**src/psc_pkg.sv**
```systemverilog
package psc_pkg;
	localparam int PSC_AW = 22;
	localparam int PSC_DW = 16;
	localparam int PSC_PAGE_WORDS = 8;
	localparam int PSC_PAGE_BITS = 3;
	localparam int PSC_CLK_NS = 10;
	// Times in their natural units, before conversion to clock cycles.
	localparam int PSC_RC_NS = 75;
	localparam int PSC_WC_NS = 75;
	localparam int PSC_WP_NS = 50;
	localparam int PSC_OE_NS = 25;
	localparam int PSC_OD_NS = 20;
	localparam int PSC_PC_NS = 30;
	localparam int PSC_DS_NS = 30;
	localparam int PSC_MAXCYC_US = 10;
	localparam int PSC_HOLD_US = 30;
	localparam int PSC_DPD_MS = 10;
	localparam int PSC_CH_US = 300;
	// Least times round up.
	localparam int PSC_RC_CYC = (PSC_RC_NS + PSC_CLK_NS - 1) / PSC_CLK_NS;
	localparam int PSC_WC_CYC = (PSC_WC_NS + PSC_CLK_NS - 1) / PSC_CLK_NS;
	localparam int PSC_WP_CYC = (PSC_WP_NS + PSC_CLK_NS - 1) / PSC_CLK_NS;
	localparam int PSC_PC_CYC = (PSC_PC_NS + PSC_CLK_NS - 1) / PSC_CLK_NS;
	localparam int PSC_OD_CYC = (PSC_OD_NS + PSC_CLK_NS - 1) / PSC_CLK_NS;
	localparam int PSC_DS_CYC = (PSC_DS_NS + PSC_CLK_NS - 1) / PSC_CLK_NS;
	// Microsecond and millisecond times round down.
	localparam int PSC_MAXCYC_CYC = PSC_MAXCYC_US * 1000 / PSC_CLK_NS;
	localparam int PSC_HOLD_CYC = PSC_HOLD_US * 1000 / PSC_CLK_NS;
	localparam int PSC_DPD_CYC = PSC_DPD_MS * 1000000 / PSC_CLK_NS;
	localparam int PSC_CH_CYC = PSC_CH_US * 1000 / PSC_CLK_NS;
	localparam int PSC_CNT_W = 24;

	typedef struct packed {
		logic chip_enable_n;
		logic power_down_select;
		logic output_enable_n;
		logic write_enable_n;
		logic lower_byte_sel_n;
		logic upper_byte_sel_n;
	} psc_ctl_t;

	localparam psc_ctl_t PSC_CTL_IDLE = '{1'b1, 1'b1, 1'b1, 1'b1, 1'b1, 1'b1};

	typedef struct packed {
		logic wr;
		logic [PSC_PAGE_BITS-1:0] len_m1;
		logic [1:0] byte_en;
		logic [PSC_AW-1:0] addr;
		logic [PSC_DW-1:0] wdata;
	} psc_req_t;

	typedef enum logic [3:0] {
		PSC_S_POWERUP = 4'h0,
		PSC_S_IDLE = 4'h1,
		PSC_S_RD = 4'h2,
		PSC_S_RD_PAGE = 4'h3,
		PSC_S_RD_END = 4'h4,
		PSC_S_WR_SETUP = 4'h5,
		PSC_S_WR_PULSE = 4'h6,
		PSC_S_WR_END = 4'h7,
		PSC_S_DPD = 4'h8,
		PSC_S_DPD_EXIT = 4'h9
	} psc_state_t;
endpackage : psc_pkg

```
**src/psc_sync.sv**
```systemverilog
`timescale 1ns/1ps
module psc_sync (
	input wire logic i_clk, // System clock.
	input wire logic i_rst_n, // Asynchronous reset, active low.
	input wire logic [psc_pkg::PSC_DW-1:0] i_async, // Pin level from outside.
	output logic [psc_pkg::PSC_DW-1:0] o_sync // Agreed level.
);
	import psc_pkg::*;

	logic [PSC_DW-1:0] s1_q, s2_q, s3_q, s1_d, s2_d, s3_d, o_d;

	always_comb begin
		s1_d = i_async;
		s2_d = s1_q;
		s3_d = s2_q;
		o_d = o_sync;
		for (int i = 0; i < PSC_DW; i++) begin
			if (s2_q[i] == s3_q[i]) begin
				o_d[i] = s3_q[i];
			end
		end
	end

	always_ff @(posedge i_clk or negedge i_rst_n) begin
		if (!i_rst_n) begin
			s1_q <= '0;
			s2_q <= '0;
			s3_q <= '0;
			o_sync <= '0;
		end else begin
			s1_q <= s1_d;
			s2_q <= s2_d;
			s3_q <= s3_d;
			o_sync <= o_d;
		end
	end
endmodule : psc_sync

```
**src/psc_ctrl.sv**
```systemverilog
`timescale 1ns/1ps
// Behaviour
// [RQ1] Writes keep output_enable_n high so the memory never drives the data pins.
// [RQ2] Write enable falls before or with chip enable and byte selects.
// [RQ3] Chip enable and byte selects rise with write enable, never later.
// [RQ4] Controller data drivers are off whenever the memory may drive.
// [RQ5] Deep power-down loses data; a valid flag drops until software rewrites.
// [RQ6] Read cycles are never shorter than the minimum read cycle time.
// [RQ7] Write cycles are full length with a full minimum write pulse.
// [RQ8] power_down_select stays high 30 us after reset before any access.
// [RQ9] Page reads return up to 8 words, changing only low address bits.
// [RQ10] Power-down is entered by power_down_select low with chip enable high.
// [RQ11] Byte selects gate lower and upper data lanes.
// [RQ12] Every access sequence ends well within 10 us.
module psc_ctrl #(
	parameter int P_HOLD_CYC = psc_pkg::PSC_HOLD_CYC, // Power-on hold in cycles.
	parameter int P_DPD_CYC = psc_pkg::PSC_DPD_CYC, // Power-down pulse in cycles.
	parameter int P_CH_CYC = psc_pkg::PSC_CH_CYC // Power-down exit hold in cycles.
) (
	input wire logic i_clk, // System clock, 100 MHz.
	input wire logic i_rst_n, // Asynchronous reset, active low.
	input wire logic i_req_valid, // Access request.
	input wire psc_pkg::psc_req_t i_req, // Access request fields.
	input wire logic i_dpd_req, // Request deep power-down, pulse.
	input wire logic [psc_pkg::PSC_DW-1:0] i_mem_dq, // Data pins from memory.
	output logic o_req_ready, // Request accepted this cycle.
	output logic o_rdata_valid, // Read word valid, pulse.
	output logic [psc_pkg::PSC_DW-1:0] o_rdata, // Read word.
	output logic o_done, // Access finished, pulse.
	output logic o_busy, // Not idle.
	output logic o_data_valid, // Array contents valid.
	output psc_pkg::psc_ctl_t o_mem_ctl, // Memory control pins.
	output logic [psc_pkg::PSC_AW-1:0] o_mem_addr, // Memory address pins.
	output logic [psc_pkg::PSC_DW-1:0] o_mem_dq, // Data to memory.
	output logic [psc_pkg::PSC_DW-1:0] o_mem_dq_oe // Data drive enable, high drives.
);
	import psc_pkg::*;

	////////////////////////////////////////////////////////////////////////////////
	psc_state_t st_q, st_d;
	logic [PSC_CNT_W-1:0] cnt_q, cnt_d;
	logic [PSC_PAGE_BITS-1:0] left_q, left_d;
	logic [PSC_DW-1:0] dq_sync;
	logic ready_q, ready_d, rv_q, rv_d, done_q, done_d, busy_q, busy_d, valid_q, valid_d;
	logic [PSC_DW-1:0] rdata_q, rdata_d, dq_q, dq_d, oe_q, oe_d;
	psc_ctl_t ctl_q, ctl_d;
	logic [PSC_AW-1:0] addr_q, addr_d;
	logic [1:0] be_q, be_d;

	// Read data arrive asynchronously; the settle time of the synchroniser is
	// covered by waiting the read cycle time, or the page cycle time for page words, plus slack before sampling.
	psc_sync u_sync (
		.i_clk(i_clk),
		.i_rst_n(i_rst_n),
		.i_async(i_mem_dq),
		.o_sync(dq_sync)
	);

	localparam logic [PSC_CNT_W-1:0] RD_WAIT = PSC_CNT_W'(PSC_RC_CYC + 3);
	localparam logic [PSC_CNT_W-1:0] PG_WAIT = PSC_CNT_W'(PSC_PC_CYC + 3);
	localparam logic [PSC_CNT_W-1:0] WP_WAIT = PSC_CNT_W'(PSC_WP_CYC);
	localparam logic [PSC_CNT_W-1:0] WE_WAIT = PSC_CNT_W'(PSC_WC_CYC - PSC_WP_CYC);
	localparam logic [PSC_CNT_W-1:0] OD_WAIT = PSC_CNT_W'(PSC_OD_CYC + 1);

	////////////////////////////////////////////////////////////////////////////////
	always_comb begin
		st_d = st_q;
		cnt_d = cnt_q;
		left_d = left_q;
		ready_d = 1'b0;
		rv_d = 1'b0;
		done_d = 1'b0;
		rdata_d = rdata_q;
		valid_d = valid_q;
		ctl_d = ctl_q;
		addr_d = addr_q;
		be_d = be_q;
		dq_d = dq_q;
		oe_d = oe_q;
		if (cnt_q != '0) begin
			cnt_d = cnt_q - 1'b1;
		end
		unique case (st_q)
			PSC_S_POWERUP: begin
				ctl_d = PSC_CTL_IDLE; // RQ8
				if (cnt_q == '0) begin
					st_d = PSC_S_IDLE; // RQ8
				end
			end
			PSC_S_IDLE: begin
				ctl_d = PSC_CTL_IDLE;
				oe_d = '0;
				if (i_dpd_req) begin
					ctl_d.power_down_select = 1'b0; // RQ10
					valid_d = 1'b0; // RQ5
					cnt_d = PSC_CNT_W'(P_DPD_CYC);
					st_d = PSC_S_DPD;
				end else if (i_req_valid) begin
					ready_d = 1'b1;
					addr_d = i_req.addr;
					be_d = i_req.byte_en;
					left_d = i_req.len_m1;
					if (i_req.wr) begin
						// Write enable falls first; chip enable and lanes follow.
						ctl_d.write_enable_n = 1'b0; // RQ2
						ctl_d.output_enable_n = 1'b1; // RQ1
						dq_d = i_req.wdata;
						cnt_d = '0;
						st_d = PSC_S_WR_SETUP;
					end else begin
						ctl_d.chip_enable_n = 1'b0;
						ctl_d.output_enable_n = 1'b0; // RQ4
						ctl_d.lower_byte_sel_n = ~i_req.byte_en[0]; // RQ11
						ctl_d.upper_byte_sel_n = ~i_req.byte_en[1]; // RQ11
						cnt_d = RD_WAIT; // RQ6
						st_d = PSC_S_RD;
					end
				end
			end
			PSC_S_RD, PSC_S_RD_PAGE: begin
				if (cnt_q == '0) begin
					// Unselected lanes float on the pins, so they are forced to zero here.
					rdata_d = dq_sync;
					if (!be_q[0]) rdata_d[7:0] = '0; // RQ11
					if (!be_q[1]) rdata_d[15:8] = '0; // RQ11
					rv_d = 1'b1;
					if (left_q != '0) begin
						left_d = left_q - 1'b1;
						// Only the in-page bits move while enables stay low.
						addr_d[PSC_PAGE_BITS-1:0] = addr_q[PSC_PAGE_BITS-1:0] + 1'b1; // RQ9
						cnt_d = PG_WAIT; // RQ9
						st_d = PSC_S_RD_PAGE;
					end else begin
						ctl_d = PSC_CTL_IDLE;
						cnt_d = OD_WAIT; // RQ4
						st_d = PSC_S_RD_END;
					end
				end
			end
			PSC_S_RD_END: begin
				if (cnt_q == '0) begin
					done_d = 1'b1;
					st_d = PSC_S_IDLE; // RQ12
				end
			end
			PSC_S_WR_SETUP: begin
				ctl_d.chip_enable_n = 1'b0; // RQ2
				ctl_d.lower_byte_sel_n = ~be_q[0]; // RQ11
				ctl_d.upper_byte_sel_n = ~be_q[1]; // RQ11
				oe_d = {{8{be_q[1]}}, {8{be_q[0]}}}; // RQ4
				cnt_d = WP_WAIT; // RQ7
				st_d = PSC_S_WR_PULSE;
			end
			PSC_S_WR_PULSE: begin
				if (cnt_q == '0) begin
					// All strobes rise together, ending the write on the same edge.
					ctl_d = PSC_CTL_IDLE; // RQ3
					cnt_d = WE_WAIT; // RQ7
					st_d = PSC_S_WR_END;
				end
			end
			PSC_S_WR_END: begin
				oe_d = '0;
				if (cnt_q == '0) begin
					done_d = 1'b1;
					st_d = PSC_S_IDLE;
				end
			end
			PSC_S_DPD: begin
				ctl_d.chip_enable_n = 1'b1; // RQ10
				ctl_d.power_down_select = 1'b0; // RQ10
				if (cnt_q == '0 && !i_dpd_req) begin
					ctl_d.power_down_select = 1'b1;
					cnt_d = PSC_CNT_W'(P_CH_CYC);
					st_d = PSC_S_DPD_EXIT;
				end
			end
			PSC_S_DPD_EXIT: begin
				if (cnt_q == '0) begin
					st_d = PSC_S_IDLE;
				end
			end
			default: begin
				st_d = PSC_S_IDLE;
				ctl_d = PSC_CTL_IDLE;
				oe_d = '0;
			end
		endcase
		if (st_q == PSC_S_IDLE && i_req_valid && !i_dpd_req && i_req.wr) begin
			valid_d = 1'b1; // RQ5
		end
		busy_d = (st_d != PSC_S_IDLE);
	end

	always_ff @(posedge i_clk or negedge i_rst_n) begin
		if (!i_rst_n) begin
			st_q <= PSC_S_POWERUP;
			cnt_q <= PSC_CNT_W'(P_HOLD_CYC);
			left_q <= '0;
			ready_q <= 1'b0;
			rv_q <= 1'b0;
			done_q <= 1'b0;
			busy_q <= 1'b1;
			valid_q <= 1'b0;
			rdata_q <= '0;
			ctl_q <= PSC_CTL_IDLE;
			addr_q <= '0;
			be_q <= '0;
			dq_q <= '0;
			oe_q <= '0;
		end else begin
			st_q <= st_d;
			cnt_q <= cnt_d;
			left_q <= left_d;
			ready_q <= ready_d;
			rv_q <= rv_d;
			done_q <= done_d;
			busy_q <= busy_d;
			valid_q <= valid_d;
			rdata_q <= rdata_d;
			ctl_q <= ctl_d;
			addr_q <= addr_d;
			be_q <= be_d;
			dq_q <= dq_d;
			oe_q <= oe_d;
		end
	end

	assign o_req_ready = ready_q;
	assign o_rdata_valid = rv_q;
	assign o_rdata = rdata_q;
	assign o_done = done_q;
	assign o_busy = busy_q;
	assign o_data_valid = valid_q;
	assign o_mem_ctl = ctl_q;
	assign o_mem_addr = addr_q;
	assign o_mem_dq = dq_q;
	assign o_mem_dq_oe = oe_q;
endmodule : psc_ctrl

```
**config.mk**
```make
export PLATFORM = sky130hd
export DESIGN_NAME = psc_ctrl
export DESIGN_NICKNAME = d
export VERILOG_FILES = /design/src/psc_pkg.sv /design/src/psc_sync.sv /design/src/psc_ctrl.sv
export SDC_FILE = /design/constraint.sdc
export NUM_CORES = 1
export LEC_CHECK = 0
export ABC_AREA = 1
export BUFFER_PORTS_ARGS = -buffer_cell sky130_fd_sc_hd__buf_4
export CORE_MARGIN = 1.5
export CORE_UTILIZATION = 55
export CTS_BUF_LIST = sky130_fd_sc_hd__clkbuf_8 sky130_fd_sc_hd__clkbuf_16
export CTS_CLUSTER_DIAMETER = 40
export DETAILED_ROUTE_END_ITERATION = 12
export HOLD_SLACK_MARGIN = 0.05
export PLACE_DENSITY_LB_ADDON = 0.12
export SLEW_MARGIN = 30
export SYNTH_ARGS = -nofsm -noshare
export SYNTH_HDL_FRONTEND = slang
export SYNTH_SLANG_ARGS = --single-unit
```
**constraint.sdc**
```tcl
create_clock -name i_clk -period 2.3 [get_ports i_clk]
set_clock_uncertainty 0.2 [all_clocks]
set_input_delay 0.23 -clock i_clk [delete_from_list [all_inputs] [get_ports i_clk]]
set_output_delay 0.23 -clock i_clk [all_outputs]
set_load 0.05 [all_outputs]
```
==> run summary <==
Count of pins over their slew limit: 0
Total CTS buffers: 17
Min setup slack post-route: 0.164 ns
Clk root buf: clkbuf_16
Net count after synthesis: 777
H-tree levels: 4
Syn. warnings: 0
Dominant synthesized flop cell: dfrtp_1
Gpl congestion: 0.893
Total GRT Usage: 0.282
Adder-Cell Fraction of Synth Area: 0.0339
Mux cell area share after synthesis: 0.0303
Worst hold stages: 4
Vias in the first global route: 5996
Post-Synth Simple-Gate Area: 0.226
VDD IR max: 1.07 mV
Place WS: 0.111 ns
NumNets Final: 991
Final Setup Violations: 0
Fin area: 9450 sq um
TNS Setup: 0 ns
Router iterations before antenna repair: 5
Post-DP HPWL: 11.2 mm
Fraction of layout cells with a size suffix above 1: 0.282
CORE AREA: 12200 sq um
Mapped Area: 6940 sq um
Critical Path AT: 2.30 ns
Req. time, crit path: 2.47 ns
Top sig layer: met4
CTS clk-pin slew, worst paths: 0.07 ns
Synthesized flop and latch total: 164
Period utilisation layout: 0.929
Worst-Margin Slew: 0.481 ns
I/O pin cnt: 145
Largest cells by area after synthesis: dfrtp_1 54%, nand2_1 12%, dfstp_2 5.3%
Routed wl met2: 8.75 mm
Critical-path top delay cell: dfstp_2
Drt first-iter violations: 304
Largest net degree at the start of global routing: 54
Cell accounting for the most synthesized area: dfrtp_1
Die X: 115 microns
Top cells by count, synth: 215 x nand2_1, 150 x dfrtp_1, 82 x nor2_1
Yosys cell types: 40
RSZ-0062 raised after global routing: false
Number of synthesized flops with an enable pin: 0
WHS: 0.0879 ns
Slowest stage delay, CP: 0.57 ns
Initial antenna violation count: 0
GR Overflow Total: 0
Crit-path cells: nor2_1 > nand2_1 > nor2_2 > nand3_4 > buf_4 > nand2_1 > o21ai_0 > nor2_1 > nand2_1
# clock sinks: 164
Largest family of logic cells by synthesized area: simple AND/OR/NAND/NOR gates
Crit Path Category: flop to flop
Min-Delay Path Class: input port to flop
First-pass GRT wire length: 28.6 mm
F_max: 0.468 GHz
Relative slew slack: 0.679
Wire length per cell: 15.6 microns
PD cells: 1410 nW/um^2
Synth Instances: 707
Routed Antenna Nets: 0
Hold Path End: cnt_q[0]
FF-to-FF Start: cnt_q[11]
Post-synth top area share: 0.541
Port bufs: 144
Synth Area per Inst: 9.82 sq um
Vias: 5537
Synth Area in XOR/XNOR: 0.0277
Placed Area: 8210 sq um
Fin crit period: 2.14 ns
FP Rows: 40
Clock Path Buffers: 2
CP dominant cell by count: nand2_1
Register area share after synthesis: 0.594
Met3 wire length: 1.03 mm
CP max FO: 7
Hold wc startpoint: i_req_valid
Status: finished clean
Synth Area in Compound Gates: 0.0314
N_diodes: 0
R2R setup slack: 0.16 ns
Die ar.: 13300 sq um
Max-Cap Viols: 0
Lkg Pwr: 5.00 nW
R2r worst-path depth: 9
Detailed-route wire length: 17.2 mm
Post-route DRC: 0
Worst R2R End: o_busy
CP startpoint kind: flop
Via-per-instance ratio: 5.02
Worst-Skew Late Latency: 0.43 ns
CTS tree: yes
Layout Utilization: 0.777
Layout overhead on the synthesized area: 36.1%
Hold Vio Cnt, Final: 0
Die span in y: 115 microns
Share of synthesized flip-flops with an asynchronous set or reset: 1.00
Setup crit end kind: flop
Initial Util: 0.571
WL met1: 7.04 mm
Top-count cell post-synth: nand2_1
[placed cells by master, fill, tap and decap left out, drive strengths merged]
master,instances
nor2,92
a21oi,9
nand4,5
ha,6
dfrtp,150
nand3,43
xor2,17
dlygate4sd3,62
o31ai,1
o211ai,2
nand2,222
inv,63
o221a,1
bufinv,1
nor3b,1
clkinv,7
o21ai,17
a31oi,1
nor3,3
buf,159
dfstp,14
o22ai,4
clkbuf,17
mux2,16
maj3,16
xnor2,5
[critical path, delay by kind of cell (launching register included)]
family          cells  cell delay [ns]
simple gates        7             0.76
flops               1             0.57
compound gates      1             0.36
buf+inv             1             0.19
[worst max path at each step]
stage	endpoint	from	cells past startpoint
2_1_floorplan	cnt_q[0]	cnt_q[0]	9
3_3_place_gp	cnt_q[10]	cnt_q[0]	11
3_5_place_dp	cnt_q[10]	cnt_q[0]	11
4_1_cts	o_busy	cnt_q[0]	12
5_1_grt	o_busy	cnt_q[0]	12
6_report	o_busy	cnt_q[11]	9
[layout make-up]
cell class	count	area (sq um)
well taps	168	210
multi-input cells	461	2440
clock inverters	15	185
fillers	785	2710
inverters	56	214
flip-flops and latches	164	4120
clock buffers	17	425
repair buffers	221	1860
[through the flow]
| stage | std cells | power, mW |
|---|---|---|
| floorplan | 707 | 8.55 |
| global placement | 1008 | 10.1 |
| detailed placement | 1008 | 10.2 |
| CTS | 1102 | 13.2 |
| global route | 1102 | 14.1 |
| finish | 1102 | 13.3 |
[where the power goes]
group	switching [mW]	leakage (nW)	internal (mW)
sequential	0.588	2.02	3.64
combinational	4.18	2.67	2.00
clock	1.33	0.301	1.57
[registers in the layout, summed over array words and instances (netlist names), 4 cells and up]
| register | count |
|---|---|
| st_q | 4 |
| cnt_q | 24 |
| u_sync.s3_q | 16 |
| o_rdata | 16 |
| u_sync.s2_q | 16 |
| o_mem_ctl | 6 |
| u_sync.s1_q | 16 |
| o_mem_dq | 16 |
| u_sync.o_sync | 16 |
| o_mem_addr | 22 |
[timing repair]
action	CTS	global route
endpoints found under the hold margin	223	0
gates resized for setup	0	5
hold buffers	62	0
buffers inserted	0	0
setup endpoints to repair	0	12
[cells by family after synthesis]
logic type                 after synthesis
AOI/OAI and AO/OA                       35
adders and majority gates               22
muxes                                   16
and+or+nand+nor                        366
buffers and inverters                   82
DFF                                    164
xor gates and xnor gates                22
[routing by layer]
| metal | vias to the layer above | track usage |
|---|---|---|
| met3 | 34 | 0.0780 |
| met2 | 181 | 0.480 |
| met5 | - | 0 |
| li1 | 2644 | - |
| met4 | 0 | 0.113 |
| met1 | 2678 | 0.342 |
Power figures use the tool's default switching activity.
